[src/core/twm_pkg.sv]
// constants, register map and carrier types of the two-wire master transmitter
package twm_pkg;

  // ==========================================================
  // register offsets (byte addresses, one word each)
  localparam logic [7:0] OFS_CONTROL  = 8'h00;
  localparam logic [7:0] OFS_STATUS   = 8'h04;
  localparam logic [7:0] OFS_DATA     = 8'h08;
  localparam logic [7:0] OFS_IRQ_STAT = 8'h0c;
  localparam logic [7:0] OFS_IRQ_MASK = 8'h10;
  localparam logic [7:0] OFS_MODE     = 8'h14;

  // ==========================================================
  // bus_control layout, most significant bit first
  typedef struct packed {
    logic flag;
    logic ack_enable;
    logic start_request;
    logic stop_request;
    logic write_collision;
    logic enable;
    logic rsvd;
    logic event_irq_enable;
  } twm_ctrl_s;

  // synchronised two-wire line levels
  typedef struct packed {
    logic scl;
    logic sda;
  } twm_line_s;

  // ==========================================================
  // reset values
  localparam twm_ctrl_s  CTRL_RST  = '0;
  localparam logic [7:0] DATA_RST  = 8'hff;
  localparam logic [2:0] MASK_RST  = 3'h0;
  localparam logic [3:0] ALLOW_RST = 4'hf;
  localparam logic [1:0] LINE_RST  = 2'h3;

  // ==========================================================
  // status codes, the low three bits always read zero
  localparam logic [7:0] STATUS_MASK    = 8'hf8;
  localparam logic [7:0] CODE_START     = 8'h08;
  localparam logic [7:0] CODE_RSTART    = 8'h10;
  localparam logic [7:0] CODE_ADDR_ACK  = 8'h18;
  localparam logic [7:0] CODE_ADDR_NACK = 8'h20;
  localparam logic [7:0] CODE_DATA_ACK  = 8'h28;
  localparam logic [7:0] CODE_DATA_NACK = 8'h30;
  localparam logic [7:0] CODE_ARB_LOST  = 8'h38;
  localparam logic [7:0] CODE_IDLE      = 8'hf8;

  // ==========================================================
  // one-hot operating modes (allow mask and current mode)
  localparam logic [3:0] MODE_MT = 4'h1;
  localparam logic [3:0] MODE_MR = 4'h2;
  localparam logic [3:0] MODE_ST = 4'h4;
  localparam logic [3:0] MODE_SR = 4'h8;

  // ==========================================================
  // timing: a bit period is split into four quarters
  localparam int unsigned CLK_PERIOD_NS  = 5;
  localparam int unsigned BIT_TIME_NS    = 10000;
  localparam int unsigned QUARTER_CYCLES = BIT_TIME_NS / (4 * CLK_PERIOD_NS);

endpackage

[src/core/twm_top.sv]
// two-wire master transmitter with an ahb-lite register slave
//
// The implementer's own choices: the AHB-Lite interface to the registers and the address map.
`timescale 1ns/1ps
`default_nettype none
// ==========================================================

module twm_top #(
  parameter int unsigned QUARTER = twm_pkg::QUARTER_CYCLES
) (
  input  wire logic        hclk,
  input  wire logic        hresetn,
  input  wire logic        hsel,
  input  wire logic [31:0] haddr,
  input  wire logic [1:0]  htrans,
  input  wire logic        hwrite,
  input  wire logic [2:0]  hsize,
  input  wire logic [31:0] hwdata,
  input  wire logic        hready,
  output logic             hreadyout,
  output logic             hresp,
  output logic      [31:0] hrdata,
  input  wire logic        scl_in,
  output logic             scl_out,
  output logic             scl_oe,
  input  wire logic        sda_in,
  output logic             sda_out,
  output logic             sda_oe,
  output logic             irq
);

  // sync latency plus sampling must fit well inside one quarter
  if (QUARTER < 8) begin : g_bad_quarter
    $error("quarter period too short");
  end

  typedef enum {S_IDLE, S_WAIT, S_START, S_BIT, S_ACK, S_STOP, S_HOLD} twm_state_e;

  // ==========================================================
  // declarations
  twm_state_e          state_reg;
  twm_pkg::twm_ctrl_s  ctrl_reg;
  twm_pkg::twm_ctrl_s  ctrl_next;
  twm_pkg::twm_ctrl_s  wctl;
  twm_pkg::twm_line_s  lines;
  logic [7:0]          data_reg;
  logic [7:0]          status_reg;
  logic [7:0]          shift_reg;
  logic [3:0]          allow_reg;
  logic [3:0]          mode_reg;
  logic [2:0]          irq_stat_reg;
  logic [2:0]          irq_stat_next;
  logic [2:0]          irq_mask_reg;
  logic [2:0]          bit_reg;
  logic [1:0]          q_reg;
  logic [7:0]          addr_reg;
  logic                wr_pend_reg;
  logic                rd_pend_reg;
  logic                hready_reg;
  logic [31:0]         hrdata_reg;
  logic                irq_reg;
  logic                own_reg;
  logic                first_reg;
  logic                rw_reg;
  logic                ack_reg;
  logic                scl_lo_reg;
  logic                sda_lo_reg;
  logic                ev_reg;
  logic                arb_reg;
  logic                stop_clr_reg;
  logic                prev_sda_reg;
  logic                busy_reg;
  logic                tick;

  // ==========================================================
  // line synchronisers and quarter-bit timing
  twm_sync #(
    .WIDTH (2),
    .RST   (twm_pkg::LINE_RST)
  ) u_sync (
    .hclk    (hclk),
    .hresetn (hresetn),
    .d       ({scl_in, sda_in}),
    .q       (lines)
  );

  // the tick only runs while a bus phase is being shaped
  wire run = (state_reg == S_START) || (state_reg == S_BIT) ||
             (state_reg == S_ACK) || (state_reg == S_STOP);

  twm_tick #(
    .QUARTER (QUARTER)
  ) u_tick (
    .hclk    (hclk),
    .hresetn (hresetn),
    .run     (run),
    .tick    (tick)
  );

  // ==========================================================
  // ahb-lite address decode
  function automatic logic hit(input logic [7:0] a, input logic [7:0] ofs);
    hit = (a[7:2] == ofs[7:2]);
  endfunction

  // only the low byte of the address is decoded
  wire accept  = hsel & hready & htrans[1];
  wire wr_ctl  = wr_pend_reg & hit(addr_reg, twm_pkg::OFS_CONTROL);
  wire wr_data = wr_pend_reg & hit(addr_reg, twm_pkg::OFS_DATA);
  wire wr_mask = wr_pend_reg & hit(addr_reg, twm_pkg::OFS_IRQ_MASK);
  wire wr_mode = wr_pend_reg & hit(addr_reg, twm_pkg::OFS_MODE);
  wire rd_irq  = rd_pend_reg & hit(addr_reg, twm_pkg::OFS_IRQ_STAT);

  // address phase is registered; reads insert one wait state
  always_ff @(posedge hclk or negedge hresetn) begin
    if (!hresetn) begin
      addr_reg    <= 8'h00;
      wr_pend_reg <= 1'b0;
      rd_pend_reg <= 1'b0;
      hready_reg  <= 1'b1;
    end else begin
      wr_pend_reg <= accept & hwrite;
      rd_pend_reg <= accept & ~hwrite;
      hready_reg  <= ~(accept & ~hwrite);
      if (accept) begin
        addr_reg <= haddr[7:0];
      end
    end
  end

  // ==========================================================
  // read data selection, unmapped offsets read zero
  wire [7:0] rd_byte =
    hit(addr_reg, twm_pkg::OFS_CONTROL)  ? ctrl_reg :
    hit(addr_reg, twm_pkg::OFS_STATUS)   ? (status_reg & twm_pkg::STATUS_MASK) :
    hit(addr_reg, twm_pkg::OFS_DATA)     ? data_reg :
    hit(addr_reg, twm_pkg::OFS_IRQ_STAT) ? {5'h00, irq_stat_reg} :
    hit(addr_reg, twm_pkg::OFS_IRQ_MASK) ? {5'h00, irq_mask_reg} :
    hit(addr_reg, twm_pkg::OFS_MODE)     ? {mode_reg, allow_reg} :
    8'h00;

  // read data is taken in the wait cycle, after any earlier write landed
  always_ff @(posedge hclk or negedge hresetn) begin
    if (!hresetn) begin
      hrdata_reg <= 32'h0000_0000;
    end else if (rd_pend_reg) begin
      hrdata_reg <= {24'h00_0000, rd_byte};
    end
  end

  // ==========================================================
  // bus_control next value
  assign wctl = twm_pkg::twm_ctrl_s'(hwdata[7:0]);

  // a data write counts only while the flag is high
  wire data_ok  = wr_data & ctrl_reg.flag;
  wire wcol_set = wr_data & ~ctrl_reg.flag;

  // hardware set wins over a software clear in the same cycle
  wire flag_nx  = ev_reg | (ctrl_reg.flag & ~(wr_ctl & wctl.flag));
  wire stop_nx  = wr_ctl ? wctl.stop_request
                         : (ctrl_reg.stop_request & ~stop_clr_reg);
  wire wcol_nx  = wcol_set | (ctrl_reg.write_collision & ~data_ok);

  assign ctrl_next = '{
    flag:             flag_nx,
    ack_enable:       wr_ctl ? wctl.ack_enable : ctrl_reg.ack_enable,
    start_request:    wr_ctl ? wctl.start_request : ctrl_reg.start_request,
    stop_request:     stop_nx,
    write_collision:  wcol_nx,
    enable:           wr_ctl ? wctl.enable : ctrl_reg.enable,
    rsvd:             1'b0,
    event_irq_enable: wr_ctl ? wctl.event_irq_enable : ctrl_reg.event_irq_enable
  };

  // ==========================================================
  // software registers
  always_ff @(posedge hclk or negedge hresetn) begin
    if (!hresetn) begin
      ctrl_reg     <= twm_pkg::CTRL_RST;
      data_reg     <= twm_pkg::DATA_RST;
      irq_mask_reg <= twm_pkg::MASK_RST;
      allow_reg    <= twm_pkg::ALLOW_RST;
    end else begin
      ctrl_reg <= ctrl_next;
      if (data_ok) begin
        data_reg <= hwdata[7:0];
      end
      if (wr_mask) begin
        irq_mask_reg <= hwdata[2:0];
      end
      if (wr_mode) begin
        allow_reg <= hwdata[3:0];
      end
    end
  end

  // ==========================================================
  // sticky events, cleared by reading; a new event beats the clear
  wire [2:0] irq_ev = {arb_reg, wcol_set, ev_reg};
  assign irq_stat_next = irq_ev | (rd_irq ? 3'h0 : irq_stat_reg);

  always_ff @(posedge hclk or negedge hresetn) begin
    if (!hresetn) begin
      irq_stat_reg <= 3'h0;
      irq_reg      <= 1'b0;
    end else begin
      irq_stat_reg <= irq_stat_next;
      irq_reg      <= |(irq_stat_reg & irq_mask_reg);
    end
  end

  // ==========================================================
  // bus free detection from start and stop seen on the lines
  wire start_seen = lines.scl & prev_sda_reg & ~lines.sda;
  wire stop_seen  = lines.scl & ~prev_sda_reg & lines.sda;

  always_ff @(posedge hclk or negedge hresetn) begin
    if (!hresetn) begin
      prev_sda_reg <= 1'b1;
      busy_reg     <= 1'b0;
    end else begin
      prev_sda_reg <= lines.sda;
      busy_reg     <= ctrl_reg.enable & (start_seen | (busy_reg & ~stop_seen));
    end
  end

  // ==========================================================
  // bit engine helpers
  wire [1:0] q_nx   = q_reg + 2'h1;
  wire       resume = ~ctrl_reg.flag & ~ev_reg;
  wire       go     = ctrl_reg.start_request & ~ctrl_reg.flag & (|allow_reg[1:0]);
  wire       lost   = ~sda_lo_reg & ~lines.sda;

  // code after the acknowledge slot of an address or data byte
  function automatic logic [7:0] ack_code(input logic first, input logic ack);
    if (first) begin
      ack_code = ack ? twm_pkg::CODE_ADDR_ACK : twm_pkg::CODE_ADDR_NACK;
    end else begin
      ack_code = ack ? twm_pkg::CODE_DATA_ACK : twm_pkg::CODE_DATA_NACK;
    end
  endfunction

  // ==========================================================
  // bus sequencer; each phase is four quarters, three when arbitration is lost, q is zero again at its end
  always_ff @(posedge hclk or negedge hresetn) begin
    if (!hresetn) begin
      state_reg    <= S_IDLE;
      q_reg        <= 2'h0;
      bit_reg      <= 3'h0;
      shift_reg    <= 8'h00;
      own_reg      <= 1'b0;
      first_reg    <= 1'b0;
      rw_reg       <= 1'b0;
      ack_reg      <= 1'b0;
      scl_lo_reg   <= 1'b0;
      sda_lo_reg   <= 1'b0;
      ev_reg       <= 1'b0;
      arb_reg      <= 1'b0;
      stop_clr_reg <= 1'b0;
      status_reg   <= twm_pkg::CODE_IDLE;
      mode_reg     <= 4'h0;
    end else begin
      ev_reg       <= 1'b0;
      arb_reg      <= 1'b0;
      stop_clr_reg <= 1'b0;
      if (!ctrl_reg.enable) begin
        // disabled: lines released, bus given up at once
        state_reg  <= S_IDLE;
        q_reg      <= 2'h0;
        scl_lo_reg <= 1'b0;
        sda_lo_reg <= 1'b0;
        own_reg    <= 1'b0;
        mode_reg   <= 4'h0;
      end else begin
        case (state_reg)
          S_IDLE: begin
            if (go) begin
              state_reg <= S_WAIT;
            end
          end
          S_WAIT: begin
            if (!busy_reg) begin
              state_reg <= S_START;
            end
          end
          S_START: begin
            if (tick) begin
              q_reg <= q_nx;
              case (q_reg)
                2'h0: sda_lo_reg <= 1'b0;
                2'h1: scl_lo_reg <= 1'b0;
                2'h2: sda_lo_reg <= 1'b1;
                default: begin
                  scl_lo_reg <= 1'b1;
                  // a start while owning the bus is a repeated start
                  status_reg <= own_reg ? twm_pkg::CODE_RSTART : twm_pkg::CODE_START;
                  own_reg    <= 1'b1;
                  first_reg  <= 1'b1;
                  ev_reg     <= 1'b1;
                  state_reg  <= S_HOLD;
                end
              endcase
            end
          end
          S_BIT: begin
            if (tick) begin
              q_reg <= q_nx;
              case (q_reg)
                2'h0: sda_lo_reg <= ~shift_reg[7];
                2'h1: scl_lo_reg <= 1'b0;
                2'h2: begin
                  if (lost) begin
                    // released a one but the line is low: another master won
                    scl_lo_reg <= 1'b0;
                    sda_lo_reg <= 1'b0;
                    own_reg    <= 1'b0;
                    mode_reg   <= 4'h0;
                    status_reg <= twm_pkg::CODE_ARB_LOST;
                    ev_reg     <= 1'b1;
                    arb_reg    <= 1'b1;
                    q_reg      <= 2'h0;
                    state_reg  <= S_HOLD;
                  end
                end
                default: begin
                  scl_lo_reg <= 1'b1;
                  shift_reg  <= {shift_reg[6:0], 1'b0};
                  bit_reg    <= bit_reg + 3'h1;
                  if (bit_reg == 3'h7) begin
                    state_reg <= S_ACK;
                  end
                end
              endcase
            end
          end
          S_ACK: begin
            if (tick) begin
              q_reg <= q_nx;
              case (q_reg)
                2'h0: sda_lo_reg <= 1'b0;
                2'h1: scl_lo_reg <= 1'b0;
                2'h2: ack_reg    <= ~lines.sda;
                default: begin
                  scl_lo_reg <= 1'b1;
                  status_reg <= ack_code(first_reg, ack_reg);
                  first_reg  <= 1'b0;
                  if (first_reg) begin
                    mode_reg <= rw_reg ? twm_pkg::MODE_MR : twm_pkg::MODE_MT;
                  end
                  ev_reg    <= 1'b1;
                  state_reg <= S_HOLD;
                end
              endcase
            end
          end
          S_STOP: begin
            if (tick) begin
              q_reg <= q_nx;
              case (q_reg)
                2'h0: sda_lo_reg <= 1'b1;
                2'h1: scl_lo_reg <= 1'b0;
                2'h2: sda_lo_reg <= 1'b0;
                default: begin
                  own_reg      <= 1'b0;
                  mode_reg     <= 4'h0;
                  stop_clr_reg <= 1'b1;
                  status_reg   <= twm_pkg::CODE_IDLE;
                  state_reg    <= ctrl_reg.start_request ? S_WAIT : S_IDLE;
                end
              endcase
            end
          end
          S_HOLD: begin
            // scl stays low while software decides, except after a lost arbitration where both lines are free
            if (resume) begin
              if (!own_reg) begin
                state_reg <= ctrl_reg.start_request ? S_WAIT : S_IDLE;
              end else if (ctrl_reg.stop_request) begin
                state_reg <= S_STOP;
              end else if (ctrl_reg.start_request) begin
                state_reg <= S_START;
              end else begin
                state_reg <= S_BIT;
                shift_reg <= data_reg;
                bit_reg   <= 3'h0;
                if (first_reg) begin
                  rw_reg <= data_reg[0];
                end
              end
            end
          end
          default: state_reg <= S_IDLE;
        endcase
      end
    end
  end

  // ==========================================================
  // outputs; the pins are open drain, the enable pulls low
  assign hreadyout = hready_reg;
  assign hresp     = 1'b0;
  assign hrdata    = hrdata_reg;
  assign scl_out   = 1'b0;
  assign sda_out   = 1'b0;
  assign scl_oe    = scl_lo_reg;
  assign sda_oe    = sda_lo_reg;
  assign irq       = irq_reg;

endmodule // twm_top
`default_nettype wire

[src/core/twm_sync.sv]
// two-flop synchroniser for the two-wire line inputs
`timescale 1ns/1ps
`default_nettype none

module twm_sync #(
  parameter int unsigned WIDTH = 2,
  parameter logic [WIDTH-1:0] RST = '1
) (
  input  wire logic             hclk,
  input  wire logic             hresetn,
  input  wire logic [WIDTH-1:0] d,
  output logic      [WIDTH-1:0] q
);

  logic [WIDTH-1:0] meta_reg;

  // ==========================================================
  // first stage feeds only the second; lines idle high
  always_ff @(posedge hclk or negedge hresetn) begin
    if (!hresetn) begin
      meta_reg <= RST;
      q        <= RST;
    end else begin
      meta_reg <= d;
      q        <= meta_reg;
    end
  end

endmodule // twm_sync
`default_nettype wire

[src/core/twm_tick.sv]
// quarter-bit tick generator for the two-wire bit engine
`timescale 1ns/1ps
`default_nettype none

module twm_tick #(
  parameter int unsigned QUARTER = 500
) (
  input  wire logic hclk,
  input  wire logic hresetn,
  input  wire logic run,
  output logic      tick
);

  localparam int unsigned CW = $clog2(QUARTER);

  logic [CW-1:0] cnt_reg;
  wire           last = (cnt_reg == CW'(QUARTER - 1));

  // ==========================================================
  // restarts whenever run drops, so every phase gets full quarters
  always_ff @(posedge hclk or negedge hresetn) begin
    if (!hresetn) begin
      cnt_reg <= '0;
      tick    <= 1'b0;
    end else begin
      tick    <= run & last;
      cnt_reg <= (!run || last) ? '0 : CW'(cnt_reg + 1'b1);
    end
  end

endmodule // twm_tick
`default_nettype wire

[config.mk]
export PLATFORM = sky130hd
export DESIGN_NAME = twm_top
export DESIGN_NICKNAME = d
export VERILOG_FILES = /design/src/core/twm_pkg.sv /design/src/core/twm_top.sv /design/src/core/twm_sync.sv /design/src/core/twm_tick.sv
export SDC_FILE = /design/constraint.sdc
export NUM_CORES = 1
export LEC_CHECK = 0
export ABC_CLOCK_PERIOD_IN_PS = 2200
export BUFFER_PORTS_ARGS = -buffer_cell sky130_fd_sc_hd__buf_2
export CAP_MARGIN = 10
export CELL_PAD_IN_SITES_DETAIL_PLACEMENT = 1
export CELL_PAD_IN_SITES_GLOBAL_PLACEMENT = 2
export CORE_MARGIN = 5
export CORE_UTILIZATION = 35
export CTS_BUF_LIST = sky130_fd_sc_hd__clkbuf_4 sky130_fd_sc_hd__clkbuf_8
export DETAILED_ROUTE_END_ITERATION = 10
export PLACE_DENSITY = 0.81
export SYNTH_ARGS = -nofsm -noshare
export SYNTH_HDL_FRONTEND = slang
export SYNTH_SLANG_ARGS = --single-unit
[constraint.sdc]
create_clock -name hclk -period 2.2 [get_ports hclk]
set_input_delay 0 -clock hclk [delete_from_list [all_inputs] [get_ports hclk]]
set_output_delay 0 -clock hclk [all_outputs]
set_load 0.005 [all_outputs]
### Word level (Yosys, flattened, before mapping)

Index checks and enable logic that the tools add are counted.

| storage, ports and cells | value |
|---|---|
| flip-flop bits (word level) | 127 |
| input bits | 76 |
| output and inout port bits | 39 |
| word-level logic and storage cells | 289 |

| cells by class | value |
|---|---|
| add/sub/neg operators | 3 |
| equality and inequality tests | 64 |
| muxes and demuxes | 110 |
| bitwise logic cells | 45 |
| reduce and logical (&&, ||, !) cells | 29 |

Operators by type and width:

| operator | number |
|---|---|
| 2-to-1 mux 32 bit | 11 |
| case mux 32 bit (6 select lines) | 1 |
| 2-to-1 mux 8 bit | 21 |
| equality test 32 x 3 -> 1 bit, second input constant | 5 |
| equality test 32 x 2 -> 1 bit, second input constant | 2 |
| equality test 32 x 4 -> 1 bit, second input constant | 2 |
| case mux 32 bit (2 select lines) | 1 |
| != test 3 bit, second input constant | 15 |
| 2-to-1 mux 4 bit | 9 |
| equality test 32 x 1 -> 1 bit, second input constant | 1 |
| zero test 32 bit | 1 |
| 2-to-1 mux 1 bit | 32 |
| case mux 8 bit (4 select lines) | 1 |
| 2-to-1 mux 3 bit | 9 |
| AND 1 bit | 26 |
| AND reduction 8 bit | 3 |
| AND reduction 11 bit | 2 |
| != test 3 x 2 -> 1 bit, second input constant | 7 |
| != test 2 bit, second input constant | 10 |
| != test 4 bit, second input constant | 5 |
| case mux 8 bit (2 select lines) | 1 |
| inverter 1 bit | 14 |
| equality test 6 x 2 -> 1 bit, second input constant | 2 |
| equality test 6 x 3 -> 1 bit, second input constant | 2 |
| other kinds (39) | 68 |

### Depth between registers and ports, before layout

| depth | value |
|---|---|
| word-level depth | 7 |
| depth in mapped cells | 8 |
| depth with buffers taken out | 7 |

### Cells and area by module

A second synthesis with hierarchy kept.

| second synthesis, totals | value |
|---|---|
| cells, all modules | 471 |
| area, all modules | 4799.6 um2 |

Modules (own cells, without submodules):

| module | times used | cells an instance | area an instance (um2) | sequential area each (um2) |
|---|---|---|---|---|
| twm_top | 1 | 416 | 4195.3 | 1924.3 |
| twm_tick | 1 | 51 | 499.2 | 250.2 |
| twm_sync | 1 | 4 | 105.1 | 105.1 |

### Worst setup path after synthesis

OpenSTA, ideal clock, no wires.

| path | value |
|---|---|
| path type | register -> register |
| from | register q_reg[0] |
| to | register status_reg[3] |
| setup time | 82 ps |
| data arrival time | 1795 ps |
| data required time | 2118 ps |
| setup slack | 323 ps |
| cell stages (with the launch flop) | 9 |
| path buffers | 1 |
| period minus slack after synthesis | 1877 ps |
| cell sequence | dfrtp_1 -> inv_1 -> ha_1 -> clkbuf_2 -> nor3b_4 -> mux2i_1 -> o21ai_0 -> and3_1 -> mux2_2 |

| between the ends | value |
|---|---|
| cells in the longest elaborated chain, start to end | 4 |
| elaborated cells between the ends (all ways) | 9 |
| classes of those cells | eq/ne: 6; reduce/logical: 3 |

RTL lines:

| element | RTL line | RTL |
|---|---|---|
| from (decl) | twm_top.sv:55 | `logic [1:0] q_reg;` |
| from (signal assigned) | twm_top.sv:289 | `q_reg <= q_nx;` |
| from (signal assigned) | twm_top.sv:308 | `q_reg <= q_nx;` |
| from (signal assigned) | twm_top.sv:339 | `q_reg <= q_nx;` |
| equality test 2 bit (tied with other cells) | - |  |
| OR reduction 3 bit (no line) | - |  |
| != test 2 bit (no line) | - |  |
| AND reduction 11 bit (no line) * | - |  |
| to (signal assigned) | twm_top.sv:297 | `status_reg <= own_reg ? twm_pkg::CODE_RSTART : twm_pkg::CODE_START;` |
| to (signal assigned) | twm_top.sv:346 | `status_reg <= ack_code(first_reg, ack_reg);` |
| to (signal assigned) | twm_top.sv:368 | `status_reg <= twm_pkg::CODE_IDLE;` |
| to (decl) | twm_top.sv:47 | `logic [7:0] status_reg;` |

Mark *: on every way between the ends. The rest lies on a longest branch, timed or not.
A chain may end at the register's enable or synchronous reset.

### Final worst setup path

| path | value |
|---|---|
| from | register q_reg[0] |
| to | register scl_lo_reg (netlist: scl_oe) |

| between the ends | value |
|---|---|
| cells in the longest elaborated chain, start to end | 6 |
| elaborated cells between the ends (all ways) | 15 |
| classes of those cells | eq/ne: 6; mux: 6; reduce/logical: 3 |

RTL lines:

| element | RTL line | RTL |
|---|---|---|
| equality test 2 bit or zero test 2 bit (tied branches) | twm_top.sv:290, twm_top.sv:309, twm_top.sv:340 |  |
| OR reduction 2 bit (no line) | - |  |
| case mux 1 bit (2 select lines) | twm_top.sv:290, twm_top.sv:340 |  |
| 2-to-1 mux 1 bit | twm_top.sv:288 | `if (tick) begin` |
| case mux 1 bit (3 select lines) | twm_top.sv:276 | `case (state_reg)` |
| 2-to-1 mux 1 bit | twm_top.sv:267 | `if (!ctrl_reg.enable) begin` |
| to (signal assigned) | twm_top.sv:271 | `scl_lo_reg <= 1'b0;` |
| to (signal assigned) | twm_top.sv:292 | `2'h1: scl_lo_reg <= 1'b0;` |
| to (signal assigned) | twm_top.sv:342 | `2'h1: scl_lo_reg <= 1'b0;` |
| to (decl) | twm_top.sv:66 | `logic scl_lo_reg;` |

Parallel ways exist; a longest one is shown, timed or not. The select of a mux whose other input is x is not followed.

==> results by group <==
Synthesis
  • Main combinational cell family by area after synthesis: simple AND/OR/NAND/NOR gates
  • Dominant cells by area after synthesis: dfrtp_1, dfstp_2, mux2_2
  • Simple-gate share of the synthesized area: about 17%
  • Post-synth top cells: dfrtp_1, nor2_1, a21oi_1
  • Adder-Cell Fraction of Synth Area: just over 2%
  • Number of synthesized flops with an enable pin: 0
  • Syn Area/Cell: a little over 10 sq um
  • Ys flop type: dfrtp_1
  • Netlist Area Pre-Place: 4846 sq um
  • Distinct cell type count after synthesis: 60
  • Leading area contributor after synthesis: dfrtp_1
  • Mapped Cells: ~470
  • Complex-gate fraction of the synthesized area: a little over an eighth
  • Synth async-reset ratio: 100.0%
  • Yosys warnings: 0
  • XOR/XNOR share of the synthesized area: between 1.5 and 2%
  • Post-synthesis sequential area ratio: between 40 and 50%
  • Most common cell in the netlist: dfrtp_1
  • Share of Yosys cell area claimed by the top area cell type: 35.11%
  • Mux cell area share after synthesis: between 10% and 20%
  • Synth Register Bits: 90

Min path
  • Worst hold start: htrans[1]
  • HP Class: in -> reg
  • Endpoint, Worst Hold: wr_pend_reg
  • WHS Path Cells: 3

Drt
  • WL/cell: between 15 and 20 um
  • DRC Markers: 0
  • Drt pass-1 iters: 4
  • Final ANT Viol Nets: 0
  • DR vias: 3716
  • Total Wirelength: 12490 um
  • Avg Vias per Cell: between 5 and 6
  • DR iter-0 viols: about 190

Setup path
  • Reg2reg start: q_reg[0]
  • Crit path DAT: 2.32 ns
  • Setup crit start kind: flop
  • Required @ worst endpoint: approximately 2.5 ns
  • Worst Reg-to-Reg Cells: 8
  • R2R Setup Slk: about 0.17 ns
  • Worst setup EP type: flop
  • CP Max Fanout: 8
  • FF-to-FF End: scl_oe
  • Worst setup path category: reg -> reg

Pwr
  • Max VDD drop: about 0.39 mV
  • Power, Total: roughly 4.6 mW
  • LEAKAGE: approximately 2.6 nW
  • Power Dens Cells: 813.8 nW/um^2

Final layout
  • Share of layout cells above drive strength 1: between 20% and 30%
  • Filler Cell Count: roughly 1600
  • Final non-filler cell area: between 5000 and 6000 sq um
  • Layout Cells excl Fill: about 720
  • Layout Utilization: roughly 41%
  • Fin nets: around 620
  • Storage element area: about 2300 sq um
  • Max reg flops: 9
  • Syn-to-layout area delta: 15.83%
  • Area of the multi-input gates: 2293 sq um

Clocking
  • Total CTS buffers: 9
  • Clock tree sinks: 90
  • TritonCTS clock tree: yes
  • Htree depth: 3
  • Worst skew pair latency: 0.39 ns
  • Clock tree buffer depth: 2
  • Clk slew on worst S/H paths: ~0.10 ns
  • Setup Fix Bufs, Post-CTS: 0
  • CTS resizes: 0
  • Root buf cell: clkbuf_8

STA
  • Endpoints failing setup: 0
  • Fmax: 492.1 MHz
  • Unrepaired setup endpoints after global routing: false
  • Worst Tran Pin Value: around 0.57 ns
  • Final min period: ~2.0 ns
  • Total negative slack: 0 ns
  • Slew margin rel.: approximately 62%
  • Skew final: about 0.014 ns
  • Worst hold slack: approximately 0.1 ns
  • Final WS setup: about 0.17 ns
  • Fin. Hold Viols: 0
  • Final worst-path cycle share: between 90 and 100%
  • Max-slew violations: 0

Floorplanning
  • Chip width: roughly 130 um
  • Core Area: ~14000 sq um
  • Initial core utilization: 35.32%
  • Die area: 16300 sq um
  • Cell row count: 43
  • I/O Pins: ~120
  • Die height: approximately 130 um

Global routing
  • Tot GR Track Use: 16.15%
  • Largest net degree at the start of global routing: between 90 and 100
  • First-pass GRT wire length: about 21000 um
  • Number of global-route vias before repair: 3914
  • Antenna violations before repair: 1
  • GRT Residual Overflow: 0

Placement
  • Placed Cells: between 600 and 700
  • Dpl cell area: between 5000 and 6000 sq um
  • Pre-CTS setup slack: 0.1605 ns
  • # port buffers: 33
  • Placer Congestion: slightly above 0.8
  • HPWL after detailed placement: just under 9000 um

Run
  • MaxCap Viol Count: 0

Run status
  • Status: complete, no violations
power by group:
| group | total, mW | switching (mW) | internal [mW] |
|---|---|---|---|
| Sequential | 2.07 | 0.219 | 1.85 |
| Combinational | 1.31 | 0.716 | 0.596 |
| Clock | 1.18 | 0.626 | 0.558 |
| Total | 4.57 | 1.56 | 3.01 |
metal layers:
layer | share of wire (%) | track usage [%]
met1 | 44 | 21.08
met3 | 4.7 | 4.083
met2 | 49 | 25.74
met4 | 2.2 | 6.492
met5 | 0 | 0
area by class of cell:
class / count / share of cell area [%]
antenna: 1 / 0.04458
clock buffer: 10 / 2.452
clock inverter: 6 / 1.181
inverter: 18 / 1.204
multi-input combinational: 344 / 40.86
sequential: 90 / 40.62
tap: 180 / 4.012
timing repair buffer: 75 / 9.630
placed cells by master, fill, tap and decap left out, drive strengths merged, types with 5 or more instances in the layout:
cell,synthesis,final
a21o,7,7
buf,41,57
o22ai,7,7
clkinv,0,5
inv,18,18
clkbuf,7,10
dlygate4sd3,0,18
a22oi,6,6
mux2,33,33
nor3,9,9
nand3,17,17
nand2,26,26
o21ai,24,24
a21oi,30,30
ha,8,8
nand2b,13,13
dfstp,22,22
and3,5,5
and2,6,6
nor2b,8,8
xor2,5,5
nand4,6,6
conb,1,27
nor2,45,45
dfrtp,68,68
mux2i,18,18
cell families (layout without fill, tap and decap cells):
logic type | Yosys count | after routing
AOI/OAI and AO/OA | 101 | 101
xor gates and xnor gates | 9 | 9
adders and majority gates | 8 | 8
other | 1 | 28
DFF | 90 | 90
muxes | 51 | 51
buffers and inverters | 66 | 109
and+or+nand+nor | 148 | 148
worst max-delay path: stages (launching register included):
cell	delay (ns)
dfrtp_1	0.44
inv_1	0.09
ha_1	0.22
buf_4	0.17
nand2b_1	0.14
a221oi_1	0.30
a21oi_1	0.10
mux2_1	0.33
a22o_1	0.18
worst max path at each step:
stage / cells past startpoint / end / slack [ns] / start
after CTS: 8 / scl_oe / 0.17 / q_reg[0]
after global routing: 5 / scl_oe / 0.02 / state_reg[1]
after global placement: 6 / state_reg[1] / 0.22 / state_reg[1]
after floorplan: 8 / status_reg[3] / 0.32 / q_reg[0]
after detailed placement: 8 / scl_oe / 0.16 / q_reg[0]
final: 8 / scl_oe / 0.17 / q_reg[0]
timing repair:
item | CTS | global route
setup endpoints to repair | 0 | 0
hold buffers | 18 | 0
hold endpoints to repair | 102 | 0
Note: power is estimated with default switching activity, not from simulation.
